==> config.mk <==
export PLATFORM = sky130hd
export DESIGN_NAME = dsp_parallel_op_decoder
export DESIGN_NICKNAME = d
export VERILOG_FILES = /design/src/verilog/dsp_pkg.sv /design/src/verilog/operand_map.sv /design/src/verilog/dsp_parallel_op_decoder.sv
export SDC_FILE = /design/constraint.sdc
export NUM_CORES = 2
export LEC_CHECK = 0
export BUFFER_PORTS_ARGS = -buffer_cell sky130_fd_sc_hd__clkbuf_2
export CORE_MARGIN = 3
export CORE_UTILIZATION = 35
export DETAILED_ROUTE_END_ITERATION = 8
export GPL_TIMING_DRIVEN = 0
export PLACE_DENSITY = 0.52
export RECOVER_POWER = 25
export SYNTH_ARGS = -nofsm -noshare
export SYNTH_HDL_FRONTEND = slang
export SYNTH_HIERARCHICAL = 1
export SYNTH_SLANG_ARGS = --single-unit
==> constraint.sdc <==
create_clock -name core_clk -period 40.3 [get_ports core_clk]
set_input_delay 4.03 -clock core_clk [delete_from_list [all_inputs] [get_ports core_clk]]
set_output_delay 4.03 -clock core_clk [all_outputs]
set_load 0.03 [all_outputs]
==> src/verilog/dsp_pkg.sv <==
// Contract
// - Accept one 32-bit parallel instruction word
// - Transfer and processing halves run independently
// - Processing half: dual, conditional, unconditional groups
// - ALU operands limited per role
// - Multiply operands limited per role
// - Unconditional ALU or shift updates flag
// - Conditional operations leave flag unchanged
// - Multiply-only never alters the flag
// - Three-bit condition select picks flag rule
// - Multiply-only writes signed product to destination
// - Dual group: add/subtract plus signed multiply
// - Unconditional add and subtract into destination
// - Arithmetic shift: left non-negative, right negative
// - Logic shift: left non-negative, right negative
// - Copy selected source unchanged into destination
// - Normalize count of selected source to destination
// - Increment upper word of selected source
// - Negate: zero minus selected source
// - Dual moves reach X and Y memory, parallel
// - Carry mode: carry/borrow sets, logical clears except logic shift, which passes its carry
// - Zero mode: all-zero result sets flag
package dsp_pkg;

   localparam logic [5:0] PAR_PREFIX = 6'h3E;
   localparam int PREFIX_HI = 31;
   localparam int PREFIX_LO = 26;
   localparam int XMOVE_HI = 19;
   localparam int XMOVE_LO = 18;
   localparam int YMOVE_HI = 17;
   localparam int YMOVE_LO = 16;
   localparam int SHAMT_HI = 22;
   localparam int SHAMT_LO = 16;

   // Register file indices
   localparam logic [2:0] REG_A0 = 3'h0;
   localparam logic [2:0] REG_A1 = 3'h1;
   localparam logic [2:0] REG_M0 = 3'h2;
   localparam logic [2:0] REG_M1 = 3'h3;
   localparam logic [2:0] REG_X0 = 3'h4;
   localparam logic [2:0] REG_X1 = 3'h5;
   localparam logic [2:0] REG_Y0 = 3'h6;
   localparam logic [2:0] REG_Y1 = 3'h7;

   // Field code 3 in the top slot, code 0 in the bottom slot
   localparam logic [11:0] X_MAP = {REG_A1, REG_A0, REG_X1, REG_X0};
   localparam logic [11:0] Y_MAP = {REG_M1, REG_M0, REG_Y1, REG_Y0};
   localparam logic [11:0] DU_MAP = {REG_A1, REG_A0, REG_Y0, REG_X0};
   localparam logic [11:0] E_MAP = {REG_A1, REG_Y0, REG_X1, REG_X0};
   localparam logic [11:0] F_MAP = {REG_A1, REG_X0, REG_Y1, REG_Y0};
   localparam logic [11:0] G_MAP = {REG_A1, REG_A0, REG_M1, REG_M0};

   localparam logic [1:0] COND_ALWAYS = 2'h1;
   localparam logic [1:0] COND_TRUE = 2'h2;
   localparam logic [1:0] COND_FALSE = 2'h3;

   localparam logic [2:0] CS_CARRY = 3'h0;
   localparam logic [2:0] CS_NEG = 3'h1;
   localparam logic [2:0] CS_ZERO = 3'h2;
   localparam logic [2:0] CS_OVF = 3'h3;
   localparam logic [2:0] CS_GT = 3'h4;
   localparam logic [2:0] CS_GE = 3'h5;

   localparam logic FLAG_RST = 1'b0;
   localparam logic [31:0] REG_RST = 32'h0;

   typedef enum logic [3:0] {
      OP_NONE = 4'h0,
      OP_ADD = 4'h1,
      OP_SUB = 4'h2,
      OP_SHA = 4'h3,
      OP_SHL = 4'h4,
      OP_COPY = 4'h5,
      OP_NORM = 4'h6,
      OP_INC = 4'h7,
      OP_NEG = 4'h8
   } alu_op_t;

endpackage

==> src/verilog/operand_map.sv <==
`timescale 1ns/10ps
module operand_map
   #(parameter logic [11:0] MAP = 12'h000)
   (
   input wire logic [1:0] field, // Two-bit operand field
   output logic [2:0] index      // Register file index
   );

   assign index = MAP[3 * field +: 3];
endmodule

==> src/verilog/dsp_parallel_op_decoder.sv <==
`timescale 1ns/10ps
module dsp_parallel_op_decoder
   import dsp_pkg::*;
   (
   input wire logic core_clk,                // Core clock
   input wire logic resetn,                  // Async reset, active low
   input wire logic instr_valid,             // Instruction issued this cycle
   input wire logic [31:0] instr,            // Parallel instruction word
   input wire logic [2:0] condition_select,  // Flag update mode
   input wire logic load_en,                 // Transfer half writes a reg
   input wire logic [2:0] load_idx,          // Transfer half target
   input wire logic [31:0] load_data,        // Transfer half data
   input wire logic [2:0] rd_sel,            // Register read select
   output logic [31:0] rd_data,              // Selected register value
   output logic condition_flag,              // Condition flag
   output logic x_move_req,                  // X memory move requested
   output logic y_move_req,                  // Y memory move requested
   output logic illegal_op                   // Unsupported word seen
   );

   logic [31:0] dsp_reg [8];
   logic [15:0] b;
   logic prefix_ok;
   logic legal;
   logic is_mul;
   logic is_dual;
   logic use_y;
   logic [1:0] cond;
   alu_op_t op;
   logic [2:0] x_idx;
   logic [2:0] y_idx;
   logic [2:0] du_idx;
   logic [2:0] e_idx;
   logic [2:0] f_idx;
   logic [2:0] g_idx;
   logic [2:0] dz_idx;
   logic dz_ok;
   logic [31:0] xv;
   logic [31:0] yv;
   logic [31:0] src;
   logic [31:0] dz_cur;
   logic [32:0] sum33;
   logic [32:0] diff33;
   logic [31:0] prod;
   logic signed [6:0] shamt;
   logic [6:0] mag;
   logic [32:0] lt33;
   logic [32:0] rt33;
   logic [16:0] up17;
   logic [4:0] norm_cnt;
   logic [31:0] alu_res;
   logic cy;
   logic ovf;
   logic logical;
   logic exec;
   logic flag_upd;
   logic next_flag;

   assign b = instr[15:0];
   assign prefix_ok = instr[PREFIX_HI:PREFIX_LO] == PAR_PREFIX;

   // Decode of the processing half
   always_comb
   begin
      op = OP_NONE;
      cond = COND_ALWAYS;
      is_mul = 1'b0;
      is_dual = 1'b0;
      use_y = 1'b0;
      legal = 1'b0;
      if (prefix_ok)
      begin
         if (b[15:12] == 4'h4 && b[7:4] == 4'h0 && b[1:0] == 2'h0)
         begin
            is_mul = 1'b1;
            legal = 1'b1;
         end
         else if (b[15:13] == 3'h3)
         begin
            is_mul = 1'b1;
            is_dual = 1'b1;
            legal = 1'b1;
            op = b[12] ? OP_ADD : OP_SUB;
         end
         else
         begin
            cond = b[9:8];
            legal = b[9:8] != 2'h0;
            unique case (b[15:10])
               6'h2C: op = OP_ADD;
               6'h28: op = OP_SUB;
               6'h24: op = OP_SHA;
               6'h20: op = OP_SHL;
               6'h36: op = OP_COPY;
               6'h3E:
               begin
                  op = OP_COPY;
                  use_y = 1'b1;
               end
               6'h27: op = OP_NORM;
               6'h2F:
               begin
                  op = OP_NORM;
                  use_y = 1'b1;
               end
               6'h26: op = OP_INC;
               6'h2E:
               begin
                  op = OP_INC;
                  use_y = 1'b1;
               end
               6'h32: op = OP_NEG;
               6'h3A:
               begin
                  op = OP_NEG;
                  use_y = 1'b1;
               end
               default: legal = 1'b0;
            endcase
         end
      end
   end

   // Operand selection limited to the registers each role allows
   operand_map #(.MAP(X_MAP)) u_x (.field(b[7:6]), .index(x_idx));
   operand_map #(.MAP(Y_MAP)) u_y (.field(b[5:4]), .index(y_idx));
   operand_map #(.MAP(DU_MAP)) u_du (.field(b[1:0]), .index(du_idx));
   operand_map #(.MAP(E_MAP)) u_e (.field(b[11:10]), .index(e_idx));
   operand_map #(.MAP(F_MAP)) u_f (.field(b[9:8]), .index(f_idx));
   operand_map #(.MAP(G_MAP)) u_g (.field(b[3:2]), .index(g_idx));

   // Codes 8..15 in the destination field are left unmapped
   assign dz_ok = !b[3];
   assign dz_idx = b[2:0];
   assign dz_cur = dsp_reg[dz_idx];
   assign xv = dsp_reg[x_idx];
   assign yv = dsp_reg[y_idx];
   assign src = use_y ? yv : xv;

   assign sum33 = {1'b0, xv} + {1'b0, yv};
   assign diff33 = {1'b0, xv} - {1'b0, yv};
   // Upper words only, so the product fits a 32-bit register
   assign prod = 32'($signed(dsp_reg[e_idx][31:16]) *
                     $signed(dsp_reg[f_idx][31:16]));

   // Amounts beyond 32 simply flush the word
   assign shamt = $signed(yv[SHAMT_HI:SHAMT_LO]);
   assign mag = shamt[6] ? 7'(-shamt) : 7'(shamt);
   assign lt33 = {1'b0, xv} << mag;
   assign rt33 = (op == OP_SHA) ? 33'($signed({xv, 1'b0}) >>> mag)
                                : ({xv, 1'b0} >> mag);
   assign up17 = {1'b0, src[31:16]} + 17'h1;

   // Redundant sign bits below the top bit
   always_comb
   begin
      logic done;
      done = 1'b0;
      norm_cnt = 5'h0;
      for (int i = 30; i >= 0; i--)
      begin
         if (!done && src[i] == src[31])
            norm_cnt = norm_cnt + 5'h1;
         else
            done = 1'b1;
      end
   end

   always_comb
   begin
      alu_res = src;
      cy = 1'b0;
      ovf = 1'b0;
      logical = 1'b0;
      unique case (op)
         OP_NONE: logical = 1'b1;
         OP_ADD:
         begin
            alu_res = sum33[31:0];
            cy = sum33[32];
            ovf = (xv[31] == yv[31]) && (sum33[31] != xv[31]);
         end
         OP_SUB:
         begin
            alu_res = diff33[31:0];
            cy = diff33[32];
            ovf = (xv[31] != yv[31]) && (diff33[31] != xv[31]);
         end
         OP_SHA, OP_SHL:
         begin
            // Carry holds the last bit shifted out
            alu_res = shamt[6] ? rt33[32:1] : lt33[31:0];
            cy = shamt[6] ? rt33[0] : lt33[32];
            logical = op == OP_SHL;
         end
         OP_COPY: logical = 1'b1;
         OP_NORM:
         begin
            alu_res = {11'h0, norm_cnt, 16'h0};
            logical = 1'b1;
         end
         OP_INC:
         begin
            alu_res = {up17[15:0], 16'h0};
            cy = up17[16];
            ovf = !src[31] && up17[15];
         end
         OP_NEG:
         begin
            alu_res = 32'h0 - src;
            cy = src != 32'h0;
            ovf = src[31] && alu_res[31];
         end
      endcase
   end

   assign exec = instr_valid && legal &&
                 (cond == COND_ALWAYS ||
                  (cond == COND_TRUE && condition_flag) ||
                  (cond == COND_FALSE && !condition_flag));
   assign flag_upd = exec && op != OP_NONE &&
                     cond == COND_ALWAYS;

   always_comb
   begin
      next_flag = condition_flag;
      unique case (condition_select)
         // Any shift, logical too, passes its last bit out in this mode
         CS_CARRY: next_flag = (!logical || op == OP_SHL) && cy;
         CS_NEG: next_flag = alu_res[31];
         CS_ZERO: next_flag = alu_res == 32'h0;
         CS_OVF: next_flag = !logical && ovf;
         CS_GT: next_flag = !logical &&
                            !((alu_res[31] ^ ovf) || alu_res == 32'h0);
         CS_GE: next_flag = !logical && !(alu_res[31] ^ ovf);
         default: next_flag = condition_flag;
      endcase
   end

   always_ff @(posedge core_clk or negedge resetn)
   begin
      if (!resetn)
         condition_flag <= FLAG_RST;
      else if (flag_upd)
         condition_flag <= next_flag;
   end

   // Transfer half lands first; processing results win a collision
   always_ff @(posedge core_clk or negedge resetn)
   begin
      if (!resetn)
      begin
         for (int i = 0; i < 8; i++)
            dsp_reg[i] <= REG_RST;
      end
      else
      begin
         if (load_en)
            dsp_reg[load_idx] <= load_data;
         if (instr_valid && is_mul)
            dsp_reg[g_idx] <= prod;
         if (exec && is_dual)
            dsp_reg[du_idx] <= alu_res;
         else if (exec && op != OP_NONE && dz_ok)
            dsp_reg[dz_idx] <= alu_res;
      end
   end

   always_ff @(posedge core_clk or negedge resetn)
   begin
      if (!resetn)
      begin
         x_move_req <= 1'b0;
         y_move_req <= 1'b0;
         illegal_op <= 1'b0;
         rd_data <= REG_RST;
      end
      else
      begin
         x_move_req <= instr_valid && prefix_ok &&
                       instr[XMOVE_HI:XMOVE_LO] != 2'h0;
         y_move_req <= instr_valid && prefix_ok &&
                       instr[YMOVE_HI:YMOVE_LO] != 2'h0;
         illegal_op <= instr_valid && !legal;
         rd_data <= dsp_reg[rd_sel];
      end
   end

   a_cond_flag_keep: assert property (
      @(posedge core_clk) disable iff (!resetn)
      instr_valid && legal && cond != COND_ALWAYS |=> $stable(condition_flag))
      else $error("conditional op changed the flag");

   a_mul_flag_keep: assert property (
      @(posedge core_clk) disable iff (!resetn)
      instr_valid && is_mul && !is_dual |=> $stable(condition_flag))
      else $error("multiply changed the flag");

   a_zero_mode_flag: assert property (
      @(posedge core_clk) disable iff (!resetn)
      flag_upd && condition_select == CS_ZERO
      |=> condition_flag == ($past(alu_res) == 32'h0))
      else $error("zero mode flag wrong");

   a_carry_mode_add: assert property (
      @(posedge core_clk) disable iff (!resetn)
      flag_upd && condition_select == CS_CARRY && op == OP_ADD
      |=> condition_flag == $past(cy))
      else $error("carry mode flag wrong");

   a_add_dest_write: assert property (
      @(posedge core_clk) disable iff (!resetn)
      exec && op == OP_ADD && !is_dual && dz_ok
      |=> dsp_reg[$past(dz_idx)] == $past(sum33[31:0]))
      else $error("add result not written");

   a_untaken_keeps: assert property (
      @(posedge core_clk) disable iff (!resetn)
      instr_valid && legal && !exec && !load_en
      |=> dsp_reg[$past(dz_idx)] == $past(dz_cur) && $stable(condition_flag))
      else $error("untaken conditional op had an effect");

   a_mul_dest_write: assert property (
      @(posedge core_clk) disable iff (!resetn)
      instr_valid && is_mul && !is_dual
      |=> dsp_reg[$past(g_idx)] == $past(prod))
      else $error("product not written");

   a_dual_alu_write: assert property (
      @(posedge core_clk) disable iff (!resetn)
      exec && is_dual |=> dsp_reg[$past(du_idx)] == $past(alu_res))
      else $error("dual ALU result not written");

   a_idle_no_error: assert property (
      @(posedge core_clk) disable iff (!resetn)
      !instr_valid |=> !illegal_op && !x_move_req && !y_move_req)
      else $error("status pulse without an instruction");
endmodule

# [Word level (Yosys, flattened, before mapping)]
# Index checks and enable logic that the tools add are counted.
[word_totals] regBits=292 latch_bits=0 ram_bits=0 rom_bits=0 in_bits=77 memories=0
[classes] addsub=35 mul=7 n_div=0 order_cmp=13 n_eq_ne=66 shifts=9 mux=123 n_bitwise=10 reduce_logical=117
[op_table] op="bitwise mux 256 bit" count=4
[op_table] op="2-to-1 mux 256 bit" count=4
[op_table] op="2-to-1 mux 32 bit" count=16
[op_table] op="binary-select mux 32 bit (select 3 bit)" count=5
[op_table] op="demux 32 bit (select 3 bit)" count=4
[op_table] op="one-hot mux 32 bit (6 select lines)" count=1
[op_table] op="adder 5 x 1 -> 5 bit, second input constant" count=30
[op_table] op="2-to-1 mux 5 bit" count=30
[op_table] op="equality test 6 bit, second input constant" count=13
[op_table] op="indexed part select 12 x 5 -> 3 bit, first input constant" count=6
[op_table] op="logical AND 1 bit" count=57
[op_table] op="2-to-1 mux 1 bit" count=45
[op_table] op=">= comparator 4 bit, second input constant" count=9
[op_table] op="zero test 1 bit" count=36
[op_table] op="inverter 3 -> 4 bit" count=9
[op_table] op="adder 32 x 32 -> 33 bit" count=1
[op_table] op="2-to-1 mux 33 bit" count=1
[op_table] op="<< shifter 32 x 7 -> 33 bit" count=1
[op_table] op="right shift 33 x 7 -> 33 bit" count=1
[op_table] op=">>> shifter 33 x 7 -> 33 bit" count=1
[op_table] op="subtractor 32 x 32 -> 33 bit" count=1
[op_table] op="equality test 1 bit" count=32
[op_table] op="zero test 32 bit" count=1
[op_table] op="multiplier 16 x 16 -> 32 bit" count=1
[op_table] op="37 further kinds" count=71

# [Logic depth before layout (Yosys ltp)]
[logic_depth] ltp_word=103 mapped_depth=113 depth_no_buf=105

# [By module]
# Netlist, hierarchy kept.
[modules_own_cells] mod="dsp_parallel_op_decoder" instances=1 cells_per_inst=5522 area_each_um2=47361.7 seq_area_each_um2=7307.0
[modules_own_cells] mod="operand_map at u_g ..." instances=3 cells_per_inst=4 area_each_um2=22.5 seq_area_each_um2=0.0
[modules_own_cells] mod="operand_map at u_e" instances=1 cells_per_inst=3 area_each_um2=25.0 seq_area_each_um2=0.0
[modules_own_cells] mod="operand_map at u_du" instances=1 cells_per_inst=3 area_each_um2=16.3 seq_area_each_um2=0.0
[modules_own_cells] mod="operand_map at u_f" instances=1 cells_per_inst=3 area_each_um2=15.0 seq_area_each_um2=0.0

# [Least setup slack after synthesis]
# Ideal clock, no wire load.
[synth_timing] kind="input to register" from="input instr[6]" to="register condition_flag" arrival_ns=25.131 required_ns=40.162 slack_ns=15.031 path_stages=111 n_path_buf=9 path_cell_list="buf_4 buf_6 buf_8 buf_8 buf_4 buf_2 buf_2 buf_2 mux4_2 mux2_2 o21a_1 ha_1 a21oi_1 a22oi_1 inv_1 ha_1 and3b_1 nor2_1 [75 not listed] mux2i_1 nand2_1 and2_1 ha_1 a21o_1 ha_1 nor2_1 nor2_1 ha_1 nand2_1 nor3_1 mux2i_1 or4b_1 a211o_1 and3_1 mux2_4 o31ai_1 o211ai_1"
[synth_between] elab_chain_cells=103 word_cells_on_any_way=259 cone_classes="add/sub (34); mul (1); eq/ne (46); shift (4); mux (81); bitwise (2); reduce/logical (91)"
[synth_rtl] item="from (decl)" line="dsp_parallel_op_decoder.sv:8" source="input wire logic [31:0] instr,"
[synth_rtl] item="branches (longest 103 deep; another with adder 5 x 1 -> 5 bit)"
[synth_rtl] item="to (signal assigned)" line="dsp_parallel_op_decoder.sv:245" source="condition_flag <= next_flag;"
[synth_rtl] item="to (decl)" line="dsp_parallel_op_decoder.sv:15" source="output logic condition_flag,"
# Several ways; the timed one is not identified. The select of a mux whose other input is x is not followed.
# A chain may end at the register's enable or synchronous reset.

# [Worst setup path in the final report]
[layout_timing] from="input instr[5]" to="register condition_flag"
[layout_between] elab_chain_cells=103 word_cells_on_any_way=261 cone_classes="add/sub (35); mul (1); eq/ne (46); shift (4); mux (82); bitwise (2); reduce/logical (91)"
[layout_rtl] item="multiplier 2 x 2 -> 4 bit *" line="operand_map.sv:9" source="assign index = MAP[3 * field +: 3];"
[layout_rtl] item="indexed part select 12 x 5 -> 3 bit *" line="operand_map.sv:9"
[layout_rtl] item="named net y_idx[2]" line="dsp_parallel_op_decoder.sv:31" source="logic [2:0] y_idx;"
[layout_rtl] item="inverter 3 -> 4 bit (not written as such) *" line="dsp_parallel_op_decoder.sv:137" source="assign yv = dsp_reg[y_idx];"
[layout_rtl] item="binary-select mux 32 bit (select 3 bit) *" line="dsp_parallel_op_decoder.sv:137"
[layout_rtl] item="2-to-1 mux 32 bit (not written as such) * (2 in series)" line="dsp_parallel_op_decoder.sv:137"
[layout_rtl] item="branches (longest 96 deep; another with adder 5 x 1 -> 5 bit)"
[layout_rtl] item="one-hot mux 1 bit (6 select lines) *" line="dsp_parallel_op_decoder.sv:227" source="unique case (condition_select)"
# Mark *: on every way through the listed nets, which the timed path passes. The select of a mux whose other input is x is not followed.

==> impl_metrics.env <==
export IMPL_hpwl_mm=200
export IMPL_cp_max_fo=10
export IMPL_grt_max_degree=85
export IMPL_remaining_drc_errors=0
export IMPL_ant_nets=0
export IMPL_grt_pass1_wl_mm=353
export IMPL_die_w_um=374
export IMPL_portBuffers=68
export IMPL_synth_edf_count=0
export IMPL_slew_violations=278
export IMPL_die_y_um=374
export IMPL_cts_resized_gates=0
export IMPL_routed_wl_mm=251
export IMPL_ctsHoldBuffers=0
export IMPL_fin_crit_ns=29.96
export IMPL_maxCapViolCount=11
export IMPL_cts_htree_levels=2
export IMPL_fin_util=0.387
export IMPL_min_path_type="flop to flop"
export IMPL_dpl_instance_area_mm2=0.0506
export IMPL_relSlewSlack=-2.29
export IMPL_mappedNetlistArea_mm2=0.0475
export IMPL_final_common_cell="nand2_1"
export IMPL_crit_path_end_kind="flop"
export IMPL_grt_overflow=0
export IMPL_avgViaCountPerCell=6.54
export IMPL_synth_seq_cells=292
export IMPL_cts_buffer_depth=3
export IMPL_drt_iter0_drc=6563
export IMPL_synth_main_ff_cell="dfrtp_1"
export IMPL_first_pass_iters=6
export IMPL_netlist_area_leader_share=0.154
export IMPL_wl_per_cell_um=33.5
export IMPL_row_count=134
export IMPL_drive_above_1_share=0.120
export IMPL_min_delay_start="dsp_reg[193]$_DFF_PN0_"
export IMPL_clock_skew_ns=0.0791
export IMPL_r2r_end="condition_flag$_DFFE_PN0P_"
export IMPL_start_util=0.354
export IMPL_antenna_found_initial=28
export IMPL_clock_sinks=292
export IMPL_cts_buffers=38
export IMPL_vias=49000
export IMPL_yosysTopAreaCell="dfrtp_1"
export IMPL_crit_path_frequent_cell="ha_1"
export IMPL_n_fill_cell=13900
export IMPL_tritoncts="done"
export IMPL_design_area_mm2=0.0520
export IMPL_core_area_mm2=0.134
export IMPL_setup_viol=0
export IMPL_final_cell_mix="613 x nand2_1, 511 x nor2_1, 404 x o21ai_0"
export IMPL_hold_ws_ns=0.701
export IMPL_ios=113
export IMPL_timing_rr_start="dsp_reg[95]$_DFF_PN0_"
export IMPL_critical_path_arrival_ns=30.44
export IMPL_async_flop_share=1.00
export IMPL_grt_use_total=0.347
export IMPL_area_delta_synth_final_pct=9.41
export IMPL_critical_path_startpoint_type="input port"
export IMPL_hold_viol=0
export IMPL_synth_area_leaders="dfrtp_1 15%, mux4_2 11%, fa_1 11%"
export IMPL_dieArea_mm2=0.140
export IMPL_largest_reg_flops=256
export IMPL_num_nets_final=6203
export IMPL_status="complete, but fails checks"
export IMPL_cts_setup_buffers=0
export IMPL_netlist_cell_type_count=117
export IMPL_max_stage_delay_ns=1.12
export IMPL_clk_latency_ns=0.64
export IMPL_worst_setup_path_type="input port to flop"
export IMPL_cts_clk_slew_worst_paths_ns=0.06
export IMPL_yosys_warnings=6
export IMPL_post_route_period_util=0.743
export IMPL_crit_required_ns=40.78
export IMPL_grt_setup_unrepaired="no"
export IMPL_violations="max-capacitance violations, max-slew violations"
export IMPL_worst_pin_slew_ns=4.94
export IMPL_fin_tns_setup_ns=0
export IMPL_routabilityCongestion=1.05
export IMPL_yosysSeqAreaShare=0.154
export IMPL_cts_root_buf="clkbuf_16"
export IMPL_ff2ff_path_depth=107
export IMPL_fmax_mhz=33.4
export IMPL_slowest_stage="buf_1"
export IMPL_syn_inst=5543
export IMPL_synth_nets=6066
export IMPL_synth_avg_cell_area_um2=8.57
export IMPL_ff2ff_setup_slack_ns=14.51
export IMPL_hold_depth=4
export IMPL_grt_pass1_vias=46800
export IMPL_min_to="dsp_reg[193]$_DFF_PN0_"
-- Yosys cell counts (all sizes together) (40+ instances only) --
library cell and instances:
nand2 613, nor2 511, o21ai 419, inv 400
mux2i 394, a21oi 365, clkbuf 299, dfrtp 292
mux4 270, fa 264, ha 182, mux2 132
buf 126, o211ai 119, nand3 107, a211oi 104
nor3 101, xnor2 97, and2 49, o21bai 41
a31oi 40
-- area by class of cell --
class	instances	area [um^2]	share of cell area
antenna	18	45.0	0.000867
timing repair buffer	97	648	0.0125
buffer	425	1820	0.0350
multi-input combinational	4426	37100	0.714
tap	1768	2210	0.0426
clock buffer	50	1060	0.0203
sequential	292	7310	0.141
clock inverter	19	285	0.00549
inverter	400	1500	0.0289
-- per-layer routing --
layer  share of wire  track usage  wire length (um)  vias up
met5         0.00064            0               161        -
met4           0.069        0.191             17200       16
met3            0.12        0.106             30100      833
met2            0.44        0.534            109000     3308
met1            0.37        0.434             94100    24400
li1                -            -                 -    20400
-- worst max-delay path, delay by kind of cell --
kind,cells,cell delay [ns]
muxes,9,2.31
adders and majority gates,29,9.22
and+or+nand+nor,28,4.63
buffers and inverters,14,4.82
AOI/OAI and AO/OA,29,5.42
-- through the flow --
step / worst slack (ns) / instances
finish: 10.34 / 7495
detailed placement: 10.47 / 7407
global placement: 9.69 / 7379
global route: 9.16 / 7479
floorplan: 15.03 / 5543
CTS: 11.05 / 7476
-- cells by family (layout without fill, tap and decap cells) --
family,count (synthesis),count (layout),synth area share
flip-flops,292,292,0.154
AND/OR/NAND/NOR,1617,1617,0.152
AO/OA/AOI/OAI,1439,1439,0.192
other,3,21,0.000237
multiplexers,796,796,0.246
adder cells (fa/ha/maj),453,453,0.161
XOR/XNOR,118,118,0.0250
buffers and inverters,825,991,0.0699
-- how the worst max path moves through the flow --
stage / depth (start not counted) / from / end
floorplan: 111 / instr[6] / condition_flag$_DFFE_PN0P_
global placement: 109 / instr[5] / condition_flag$_DFFE_PN0P_
detailed placement: 109 / instr[5] / condition_flag$_DFFE_PN0P_
CTS: 109 / instr[5] / condition_flag$_DFFE_PN0P_
global route: 109 / instr[5] / condition_flag$_DFFE_PN0P_
finish: 109 / instr[5] / condition_flag$_DFFE_PN0P_
Power is not shown: default switching activity piles up to over one toggle a cycle in this logic, so the estimate is an artifact.
